===== config.mk =====
export PLATFORM = sky130hd
export DESIGN_NAME = video_dma_pacing_and_errors
export DESIGN_NICKNAME = d
export VERILOG_FILES = /design/src/rtl/vdma_pkg.sv /design/src/rtl/read_pacer.sv /design/src/rtl/video_dma_pacing_and_errors.sv
export VERILOG_INCLUDE_DIRS = /design/src /design/src/rtl
export SDC_FILE = /design/constraint.sdc
export NUM_CORES = 1
export LEC_CHECK = 0
export BUFFER_PORTS_ARGS = -buffer_cell sky130_fd_sc_hd__clkbuf_2
export CORE_MARGIN = 8
export CORE_UTILIZATION = 45
export DETAILED_ROUTE_END_ITERATION = 10
export HOLD_SLACK_MARGIN = 0.06
export PLACE_DENSITY = 0.69
export SETUP_SLACK_MARGIN = 0.3
export SYNTH_ARGS = -nofsm -noshare
export SYNTH_HDL_FRONTEND = slang
export SYNTH_HIERARCHICAL = 1
export SYNTH_SLANG_ARGS = --single-unit

===== constraint.sdc =====
create_clock -name clk_i -period 4.4 [get_ports clk_i]
set_clock_uncertainty 0.05 [all_clocks]
set_input_delay 0.22 -clock clk_i [delete_from_list [all_inputs] [get_ports clk_i]]
set_output_delay 0.22 -clock clk_i [all_outputs]
set_load 0.005 [all_outputs]

===== src/rtl/vdma_regs.svh =====
/*
 * constants for the video dma pacing and error block: field widths,
 * flag positions, reset values and timing counts.
 * assumes it is included by its bare name from rtl/.
 */
`ifndef VDMA_REGS_SVH
`define VDMA_REGS_SVH

// ************************************************************
// clock and timing
// ************************************************************
`define CLK_PERIOD_NS        25
`define VP_BASE_DIV          2
`define RATE_SEL_W           4
`define RATE_SEL_RST         4'h0

// ************************************************************
// read requesters and spacing fields
// ************************************************************
`define NUM_REQ              3
`define REQ_PREVIEW          0
`define REQ_RESIZER          1
`define REQ_HISTOGRAM        2
`define GAP_FIELD_W          10
`define GAP_FIELD_MAX        10'h3ff
`define RESIZER_GAP_SHIFT    5
`define GAP_CNT_W            15
`define GAP_RST              10'h000

// ************************************************************
// ddr transfer geometry
// ************************************************************
`define ADDR_W               32
`define LINE_BYTES_W         16
`define XFER_LEN_W           9
`define BOUNDARY_BITS        8
`define BOUNDARY_BYTES       9'h100

// ************************************************************
// fail flags
// ************************************************************
`define NUM_WBUF             8
`define WBUF_SENSOR          0
`define WBUF_PREVIEW         1
`define WBUF_SCALER_L1       2
`define WBUF_SCALER_L2       3
`define WBUF_SCALER_L3       4
`define WBUF_SCALER_L4       5
`define WBUF_FOCUS           6
`define WBUF_EXPOSURE        7

// ************************************************************
// video port and sync generator
// ************************************************************
`define PIX_W                16
`define SYNC_CNT_W           13

`endif


===== src/rtl/vdma_pkg.sv =====
/*
 * types shared by the video dma pacing and error block.
 * assumes vdma_regs.svh is on the include path.
 */
`include "vdma_regs.svh"

package vdma_pkg;

   // ************************************************************
   // carriers
   // ************************************************************
   typedef struct packed {
      logic [`ADDR_W-1:0]       start_addr;
      logic [`LINE_BYTES_W-1:0] line_bytes;
   } line_cmd_t;

   typedef struct packed {
      logic [`ADDR_W-1:0]     addr;
      logic [`XFER_LEN_W-1:0] len;
   } rd_req_t;

   typedef struct packed {
      logic [`NUM_WBUF-1:0] wbuf_overflow;
      logic                 fault_pixel_read_error;
      logic                 dark_frame_read_error;
   } fail_flags_t;

   typedef struct packed {
      logic [`SYNC_CNT_W-1:0] line_length;
      logic [`SYNC_CNT_W-1:0] frame_lines;
      logic [`SYNC_CNT_W-1:0] sync_width;
   } frame_def_t;

   typedef enum logic [0:0] {
      PACE_IDLE = 1'b0,
      PACE_LINE = 1'b1
   } pace_state_t;

endpackage : vdma_pkg


===== src/rtl/read_pacer.sv =====
/*
 * one ddr read requester: splits a line into requests that never cross
 * a 256-byte boundary and keeps a minimum gap between request issues.
 * assumes the memory side answers with a ready level on the same clock.
 */
`include "vdma_regs.svh"

module read_pacer (
   input  wire logic                    clk_i,
   input  wire logic                    reset_n_i,
   input  wire logic                    line_go_i,
   input  wire vdma_pkg::line_cmd_t     line_cmd_i,
   input  wire logic [`GAP_CNT_W-1:0]   gap_i,
   input  wire logic                    buf_space_i,
   input  wire logic                    rd_ready_i,
   output logic                         rd_valid_o,
   output vdma_pkg::rd_req_t            rd_req_o,
   output logic                         line_busy_o,
   output logic                         line_done_o
);
   import vdma_pkg::*;

   pace_state_t               state_r;
   logic [`ADDR_W-1:0]        addr_r;
   logic [`LINE_BYTES_W-1:0]  remain_r;
   logic [`GAP_CNT_W-1:0]     gap_cnt_r;
   logic [`XFER_LEN_W-1:0]    to_boundary;
   logic [`XFER_LEN_W-1:0]    chunk_len;
   logic                      accept;
   logic                      issue;

   // bytes left before the next 256-byte boundary
   assign to_boundary = `BOUNDARY_BYTES - {1'b0, addr_r[`BOUNDARY_BITS-1:0]};
   // a chunk never runs past the line end, so lines never share a request
   assign chunk_len   = ({7'h00, remain_r} < {16'h0000, to_boundary}) ?
                        remain_r[`XFER_LEN_W-1:0] : to_boundary;
   assign accept      = rd_valid_o && rd_ready_i;
   // new request whenever no request is pending, buffer room exists, the gap has run out and bytes remain
   assign issue       = (state_r == PACE_LINE) && !rd_valid_o && (gap_cnt_r == '0) &&
                        buf_space_i && (remain_r != '0);

   // line walker and request register
   always_ff @(posedge clk_i or negedge reset_n_i) begin
      if (!reset_n_i) begin
         state_r     <= PACE_IDLE;
         addr_r      <= '0;
         remain_r    <= '0;
         rd_valid_o  <= 1'b0;
         rd_req_o    <= '0;
         line_done_o <= 1'b0;
      end else begin
         line_done_o <= 1'b0;
         if (state_r == PACE_IDLE && line_go_i) begin
            state_r  <= PACE_LINE;
            addr_r   <= line_cmd_i.start_addr;
            remain_r <= line_cmd_i.line_bytes;
         end
         if (issue) begin
            rd_valid_o    <= 1'b1;
            rd_req_o.addr <= addr_r;
            rd_req_o.len  <= chunk_len;
            addr_r        <= addr_r + {23'h000000, chunk_len};
            remain_r      <= remain_r - {7'h00, chunk_len};
         end
         if (accept) begin
            rd_valid_o <= 1'b0;
            if (remain_r == '0) begin
               state_r     <= PACE_IDLE;
               line_done_o <= 1'b1;
            end
         end
         if (state_r == PACE_LINE && remain_r == '0 && !rd_valid_o && !issue) begin
            state_r     <= PACE_IDLE;       // zero-length line
            line_done_o <= 1'b1;
         end
      end
   end

   // gap counter: loaded when a request is issued, so the gap counts from the issue, stalled cycles included
   always_ff @(posedge clk_i or negedge reset_n_i) begin
      if (!reset_n_i) begin
         gap_cnt_r <= '0;
      end else if (issue) begin
         gap_cnt_r <= gap_i;
      end else if (gap_cnt_r != '0) begin
         gap_cnt_r <= gap_cnt_r - 1'b1;
      end
   end

   assign line_busy_o = (state_r == PACE_LINE);

endmodule : read_pacer


===== src/rtl/video_dma_pacing_and_errors.sv =====
/*
 * request pacing and fail flagging of the shared buffer logic: video port
 * rate divider, three paced ddr read requesters, sticky fail flags and
 * the line/frame sync master or slave logic.
 * assumes one 40 mhz clock (the sysclk/3 domain), software control on
 * plain ports, and sensor pixel data already on this clock.
 */
// Contract
// - no ddr request crosses a 256-byte boundary; requests at most 256 bytes.
// - each image line gets its own requests; lines never share one.
// - video port rate is independent of pixel clock, half rate out of reset.
// - rate select field slows new data to preview, statistics and histogram.
// - without throttling, data moves at the highest achievable rate.
// - ddr input is fetched at one unit per cycle unless throttled.
// - a ddr reader requests whenever its buffer has room, subject to spacing.
// - spacing fields set minimum cycles between reads for preview, resizer, histogram.
// - each spacing field accepts zero up to 1023.
// - resizer spacing field is multiplied by 32 before use.
// - each write buffer overflow sets its own fail flag.
// - missed fault pixel fetch deadline, while correction active, sets its flag.
// - missed dark-frame/shading read deadline, while active, sets its flag.
// - preview, statistics, histogram take raw data only; resizer takes ycc only.
// - master mode drives line/frame sync; slave mode follows external sync.
// - power and sleep controller reset clears the whole subsystem.
`include "vdma_regs.svh"

module video_dma_pacing_and_errors (
   input  wire logic                                 clk_i,
   input  wire logic                                 reset_n_i,
   // video port
   input  wire logic [`RATE_SEL_W-1:0]               video_port_rate_select_i,
   input  wire logic                                 format_config_ycc_i,
   input  wire logic                                 vp_pixel_valid_i,
   input  wire logic [`PIX_W-1:0]                    vp_pixel_i,
   output logic                                      raw_valid_o,
   output logic [`PIX_W-1:0]                         raw_pixel_o,
   output logic                                      ycc_valid_o,
   output logic [`PIX_W-1:0]                         ycc_pixel_o,
   // ddr read requesters
   input  wire logic [`GAP_FIELD_W-1:0]              read_request_spacing_preview_i,
   input  wire logic [`GAP_FIELD_W-1:0]              resizer_request_spacing_i,
   input  wire logic [`GAP_FIELD_W-1:0]              read_request_spacing_histogram_i,
   input  wire logic [`NUM_REQ-1:0]                  line_go_i,
   input  wire vdma_pkg::line_cmd_t [`NUM_REQ-1:0]   line_cmd_i,
   input  wire logic [`NUM_REQ-1:0]                  buf_space_i,
   input  wire logic [`NUM_REQ-1:0]                  rd_ready_i,
   output logic [`NUM_REQ-1:0]                       rd_valid_o,
   output vdma_pkg::rd_req_t [`NUM_REQ-1:0]          rd_req_o,
   output logic [`NUM_REQ-1:0]                       line_busy_o,
   output logic [`NUM_REQ-1:0]                       line_done_o,
   // error events and sticky flags
   input  wire logic [`NUM_WBUF-1:0]                 wbuf_overflow_i,
   input  wire logic                                 fault_pixel_active_i,
   input  wire logic                                 fault_pixel_deadline_miss_i,
   input  wire logic                                 dark_frame_active_i,
   input  wire logic                                 dark_frame_deadline_miss_i,
   input  wire vdma_pkg::fail_flags_t                fail_clear_i,
   output vdma_pkg::fail_flags_t                     subsystem_control_o,
   // sync pins
   input  wire logic                                 sync_master_i,
   input  wire vdma_pkg::frame_def_t                 frame_def_i,
   input  wire logic                                 line_sync_i,
   input  wire logic                                 frame_sync_i,
   output logic                                      line_sync_o,
   output logic                                      frame_sync_o,
   output logic                                      sync_oe_o,
   output logic                                      line_start_o,
   output logic                                      frame_start_o
);
   import vdma_pkg::*;

   // ************************************************************
   // video port rate
   // ************************************************************
   logic [`RATE_SEL_W:0]  vp_cnt_r;
   logic                  vp_tick;
   logic                  hold_valid_r;
   logic [`PIX_W-1:0]     hold_pix_r;

   // period is 2*(select+1) cycles; select 0 gives half rate, no pixel clock involved
   assign vp_tick = (vp_cnt_r == '0);

   always_ff @(posedge clk_i or negedge reset_n_i) begin
      if (!reset_n_i) begin
         vp_cnt_r <= '0;
      end else if (vp_tick) begin
         vp_cnt_r <= {video_port_rate_select_i, 1'b1};
      end else begin
         vp_cnt_r <= vp_cnt_r - 1'b1;
      end
   end

   // one-pixel holding stage; a second pixel before the tick overwrites it,
   // so sensor logic must not outpace the programmed rate
   always_ff @(posedge clk_i or negedge reset_n_i) begin
      if (!reset_n_i) begin
         hold_valid_r <= 1'b0;
         hold_pix_r   <= '0;
      end else if (vp_pixel_valid_i) begin
         hold_valid_r <= 1'b1;
         hold_pix_r   <= vp_pixel_i;
      end else if (vp_tick) begin
         hold_valid_r <= 1'b0;
      end
   end

   // route by format: raw consumers never see ycc and the resizer never sees raw
   always_ff @(posedge clk_i or negedge reset_n_i) begin
      if (!reset_n_i) begin
         raw_valid_o <= 1'b0;
         ycc_valid_o <= 1'b0;
         raw_pixel_o <= '0;
         ycc_pixel_o <= '0;
      end else begin
         raw_valid_o <= vp_tick && hold_valid_r && !format_config_ycc_i;
         ycc_valid_o <= vp_tick && hold_valid_r && format_config_ycc_i;
         if (vp_tick && hold_valid_r) begin
            raw_pixel_o <= hold_pix_r;
            ycc_pixel_o <= hold_pix_r;
         end
      end
   end

   // ************************************************************
   // ddr read pacing
   // ************************************************************
   logic [`NUM_REQ-1:0][`GAP_CNT_W-1:0] gap;

   // fields are 10 bits wide so 0..1023 is the whole range; resizer scaled by 32
   assign gap[`REQ_PREVIEW]   = {5'h00, read_request_spacing_preview_i};
   assign gap[`REQ_RESIZER]   = {resizer_request_spacing_i, 5'h00};
   assign gap[`REQ_HISTOGRAM] = {5'h00, read_request_spacing_histogram_i};

   // zero spacing runs the requesters flat out, which is the default priority
   genvar g;
   generate
      for (g = 0; g < `NUM_REQ; g = g + 1) begin : g_req
         read_pacer u_pacer (
            .clk_i       (clk_i),
            .reset_n_i   (reset_n_i),
            .line_go_i   (line_go_i[g]),
            .line_cmd_i  (line_cmd_i[g]),
            .gap_i       (gap[g]),
            .buf_space_i (buf_space_i[g]),
            .rd_ready_i  (rd_ready_i[g]),
            .rd_valid_o  (rd_valid_o[g]),
            .rd_req_o    (rd_req_o[g]),
            .line_busy_o (),
            .line_done_o (line_done_o[g])
         );
      end
   endgenerate

   // busy rebuilt from line_go_i and line_done_o in a flop so the top output comes from a register
   always_ff @(posedge clk_i or negedge reset_n_i) begin
      if (!reset_n_i) begin
         line_busy_o <= '0;
      end else begin
         line_busy_o <= (line_busy_o | line_go_i) & ~line_done_o;
      end
   end

   // ************************************************************
   // sticky fail flags
   // ************************************************************
   fail_flags_t set_ev;
   fail_flags_t flags_nxt;

   assign set_ev.wbuf_overflow          = wbuf_overflow_i;
   assign set_ev.fault_pixel_read_error = fault_pixel_active_i &&
                                          fault_pixel_deadline_miss_i;
   assign set_ev.dark_frame_read_error  = dark_frame_active_i &&
                                          dark_frame_deadline_miss_i;
   // set wins over a clear landing in the same cycle
   assign flags_nxt = set_ev | (subsystem_control_o & ~fail_clear_i);

   always_ff @(posedge clk_i or negedge reset_n_i) begin
      if (!reset_n_i) begin
         subsystem_control_o <= '0;
      end else begin
         subsystem_control_o <= flags_nxt;
      end
   end

   // ************************************************************
   // line and frame sync
   // ************************************************************
   logic [1:0]              ls_sync_r;
   logic [1:0]              fs_sync_r;
   logic                    ls_prev_r;
   logic                    fs_prev_r;
   logic [`SYNC_CNT_W-1:0]  pix_cnt_r;
   logic [`SYNC_CNT_W-1:0]  line_cnt_r;
   logic                    line_end;
   logic                    frame_end;
   logic                    ls_eff;
   logic                    fs_eff;

   // pins come from another domain: two flops before any use
   always_ff @(posedge clk_i or negedge reset_n_i) begin
      if (!reset_n_i) begin
         ls_sync_r <= '0;
         fs_sync_r <= '0;
      end else begin
         ls_sync_r <= {ls_sync_r[0], line_sync_i};
         fs_sync_r <= {fs_sync_r[0], frame_sync_i};
      end
   end

   assign line_end  = (pix_cnt_r  >= frame_def_i.line_length - 1'b1);
   assign frame_end = (line_cnt_r >= frame_def_i.frame_lines - 1'b1);

   // master timing from the programmed frame definition
   always_ff @(posedge clk_i or negedge reset_n_i) begin
      if (!reset_n_i) begin
         pix_cnt_r  <= '0;
         line_cnt_r <= '0;
      end else if (!sync_master_i || line_end) begin
         pix_cnt_r  <= '0;
         if (!sync_master_i || frame_end) begin
            line_cnt_r <= '0;
         end else begin
            line_cnt_r <= line_cnt_r + 1'b1;
         end
      end else begin
         pix_cnt_r <= pix_cnt_r + 1'b1;
      end
   end

   // effective sync level: generated in master mode, followed in slave mode
   assign ls_eff = sync_master_i ? (pix_cnt_r  < frame_def_i.sync_width) : ls_sync_r[1];
   assign fs_eff = sync_master_i ? (line_cnt_r < frame_def_i.sync_width) : fs_sync_r[1];

   always_ff @(posedge clk_i or negedge reset_n_i) begin
      if (!reset_n_i) begin
         line_sync_o   <= 1'b0;
         frame_sync_o  <= 1'b0;
         sync_oe_o     <= 1'b0;
         ls_prev_r     <= 1'b0;
         fs_prev_r     <= 1'b0;
         line_start_o  <= 1'b0;
         frame_start_o <= 1'b0;
      end else begin
         line_sync_o   <= sync_master_i && ls_eff;
         frame_sync_o  <= sync_master_i && fs_eff && ls_eff;
         sync_oe_o     <= sync_master_i;
         ls_prev_r     <= ls_eff;
         fs_prev_r     <= fs_eff;
         line_start_o  <= ls_eff && !ls_prev_r;
         frame_start_o <= fs_eff && !fs_prev_r;
      end
   end

endmodule : video_dma_pacing_and_errors


==> metrics.txt <==
clock slew at reported path FFs=roughly 0.060 ns; total I/O pin count=between 400 and 500; Yosys reg bits=approximately 410; Post-Synthesis Cells=around 2700; relative slew slack=between 10% and 20%; RSZ-0062 raised after global routing=true; asr flop ratio synth=100%; final-layout fill cell count=~4000; vias=24700; CTS tree=done; ratio of cells with drive above 1 in the final layout=~34%; max-slew violation count=0; Worst R2R Path Depth=20; total area of sequential cells=10300 sq um; Worst Setup SP=g_req[1].u_pacer/addr_r[3]; Clock Sinks=between 400 and 500; number of global-route vias before repair=~26000; clock network power share=31.7%; grt total ovfl=0; Post-Syn Area=approximately 24000 sq um; Synth warnings=6; Main synth FF type=dfrtp_1; Post-Syn Area per Cell=between 8 and 9 sq um; minimum clock period=roughly 4.5 ns; Int Power=8.64 mW; part of the power in registers=approximately a third; number of nets with antenna violations after routing=0; Crit. End Element=register; Starting Density=between 40% and 50%; worst reg2reg setup slack=-0.14 ns; Yosys cell types=slightly above 90; die height=249 um; worst-path maximum fanout=5; Worst Tran Pin Value=1.22 ns; cts bufs inserted=between 40 and 50; largest net degree at the start of global routing=around 140; Area after DPL=roughly 29000 sq um; Psw=just over 4 mW; Reg-to-Reg End=g_req[1].u_pacer/addr_r[9]; nets=4006; DRC=0; failing checks=setup timing; Worst R2R Start=g_req[1].u_pacer/addr_r[3]; share of the yosys chip area belonging to registers=a little over two fifths; Die X=about 250 um; clk_lat worst skew=around 0.6 ns; final worst setup slack=-0.144 ns; Total Routing Usage GR=a little over a quarter; die area=between 60000 and 70000 sq um; H-tree lvl count=2; leakage=around 16 nW; status=finished, violations left; Max Fclk=220 MHz; GP Congestion=approximately 0.94; Sw Ratio=approximately a third; First DRT Iteration DRCs=about 1600; drt pass-1 iters=5; Post-synth EDFFs=0; Hold Crit Class=input port to async pin; max-cap violation count=0; Core Box Area=53700 sq um; arrival time worst endpoint=about 5 ns; Final Non-Filler Cells=4325; Startpoint Class=register; DR vias/cell=5.71; pwr dens=between 300 and 400 nW/um^2; antenna violations before repair=4; DR WL/cell=20.1 um; Layout area overhead=46.7%; final-report hold violation count=0; Critical Path RT=just under 5 ns; Port Buf Inserts=451; Inst Count DP=between 3000 and 4000; first-pass GRT wire length=~140000 um; combinational power share=33.1%; Root Driver=clkbuf_16; multi-input logic area=approximately 16000 sq um; Worst IR Drop VDD=roughly 0.32 mV; Final period util=103%; Detail Placement HPWL=just under 60000 um; setup violators final=just over 40; cell area after layout=35700 sq um; CP Class=register to register; WL final=87100 um; CTS Buffer Depth=3; Cell Rows=between 80 and 90
## flip-flops by register name, summed over array words and instances, names as in the netlist, 5 cells and up
register	cells
g_req.u_pacer/addr_r	96
g_req.u_pacer/gap_cnt_r	45
g_req.u_pacer/rd_req_o	123
g_req.u_pacer/remain_r	48
hold_pix_r	16
line_cnt_r	13
pix_cnt_r	13
subsystem_control_o	10
vp_cnt_r	5
ycc_pixel_o	16
## Yosys cell counts, drive strengths merged (7+ instances only)
cell,n,area (sq um)
clkbuf,62,233
mux2i,48,480
nand2,468,1760
buf,49,302
a31oi,16,100
a21o,34,257
o221ai,11,96.3
o221a,7,78.8
nand4,27,169
o211ai,18,135
and2,26,164
nand3,73,365
ha,139,1740
o21a,12,90.1
xnor2,59,517
a211o,9,78.8
or3,21,141
or4,8,63.8
a311oi,32,287
o31a,12,105
inv,127,477
dfrtp,411,10300
a22o,7,62.6
a21oi,150,766
a211oi,77,578
nor2b,25,164
o22ai,16,100
nor3b,7,62.6
nor2,241,912
nand2b,37,231
nor3,107,572
nor4,31,213
and3,60,375
and4,17,149
xor2,44,385
o31ai,7,66.3
mux2,38,435
o21ai,108,544
## cells in the final DEF, fill, tap and decap left out, drive strengths merged, types with 17 or more instances in the layout
cell | netlist | layout
a21o | 34 | 34
mux2 | 38 | 38
nand2b | 37 | 37
inv | 127 | 129
or3 | 21 | 21
xnor2 | 59 | 59
o21ai | 108 | 108
nor2b | 25 | 25
and2 | 26 | 26
and4 | 17 | 17
nand4 | 27 | 27
clkbuf | 62 | 517
nor4 | 31 | 31
and3 | 60 | 60
nor3 | 107 | 107
a311oi | 32 | 32
a211oi | 77 | 77
o211ai | 18 | 18
mux2i | 48 | 48
nand2 | 468 | 468
buf | 49 | 246
nor2 | 241 | 241
dlygate4sd3 | 0 | 226
dfrtp | 411 | 411
nand3 | 73 | 73
ha | 139 | 139
xor2 | 44 | 44
a21oi | 150 | 150
## final cells by class
cell class / count / share of cell area, %
tap: 696 / 2.44
clock buffer: 67 / 3.78
sequential: 411 / 28.8
antenna: 5 / 0.0350
timing repair buffer: 922 / 18.7
clock inverter: 16 / 0.648
inverter: 127 / 1.33
multi-input combinational: 2081 / 44.3
## power by group through the flow
| stage | clock (mW) | combinational (mW) | sequential, mW |
|---|---|---|---|
| 5_1_grt | 4.26 | 4.54 | 4.53 |
| 4_1_cts | 4.14 | 3.76 | 4.46 |
| 2_1_floorplan | 0 | 1.91 | 4.42 |
| 6_report | 4.04 | 4.22 | 4.49 |
| 3_5_place_dp | 0 | 2.97 | 4.50 |
| 3_3_place_gp | 0 | 2.88 | 4.48 |
## stage by stage
step | setup WS [ns] | utilization (%) | hold WS [ns] | power [mW] | setup TNS [ns]
2_1_floorplan | 0.158 | - | -0.126 | 6.33 | 0
3_3_place_gp | -0.0540 | 53.8 | 0.153 | 7.36 | -0.321
3_5_place_dp | -0.177 | 53.8 | 0.151 | 7.47 | -5.88
4_1_cts | -0.0412 | 64.5 | 0.0941 | 12.4 | -0.122
5_1_grt | -0.337 | 66.5 | 0.132 | 13.3 | -13.32
6_report | -0.144 | 66.5 | 0.118 | 12.8 | -1.76
## how the worst max path moves through the flow
stage / to / cells past startpoint
after floorplan: g_req[0].u_pacer/addr_r[24] / 20
after global placement: g_req[0].u_pacer/addr_r[24] / 20
after detailed placement: g_req[1].u_pacer/addr_r[30] / 21
after CTS: g_req[1].u_pacer/addr_r[9] / 20
after global routing: g_req[1].u_pacer/addr_r[9] / 20
final: g_req[1].u_pacer/addr_r[9] / 20
## logic make-up after synthesis
kind of cell / Yosys count / synth area share, %
AND/OR/NAND/NOR: 1164 / 22.5
AO/OA/AOI/OAI: 567 / 16.0
flip-flops: 411 / 42.2
buffers and inverters: 238 / 4.15
adder cells (fa/ha/maj): 145 / 7.63
XOR/XNOR: 103 / 3.70
multiplexers: 86 / 3.76
other: 1 / 0.0154
## worst max-delay path, cell delays in order (launching register included)
cell	delay [ns]
dfrtp_1	0.38
or3_4	0.43
nor2_4	0.12
nand2_2	0.10
xor2_2	0.20
inv_1	0.11
ha_4	0.17
a21oi_2	0.12
o21ai_1	0.08
a21o_1	0.17
a211o_4	0.37
buf_12	0.16
mux2i_2	0.23
inv_1	0.11
ha_4	0.25
and4_1	0.18
a21o_1	0.21
or2_4	0.26
o32a_1	0.43
and3_1	0.19
nor3_1	0.16
## routing by layer
| layer | global-route usage (%) | vias to the layer above | wire length [um] |
|---|---|---|---|
| li1 | - | 11400 | - |
| met1 | 32.0 | 12100 | 34000 |
| met2 | 46.7 | 913 | 44200 |
| met3 | 4.56 | 248 | 4960 |
| met4 | 11.8 | 0 | 3900 |
| met5 | 0 | - | 0 |
## timing repair
action,4_1_cts,5_1_grt
hold buffers,226,0
hold endpoints to repair,286,0
resized for setup,270,169
cloned,1,0
buffers inserted,56,32
setup endpoints to repair,116,121
pin swaps,173,121
No activity file was read; power rests on OpenSTA's default activity.
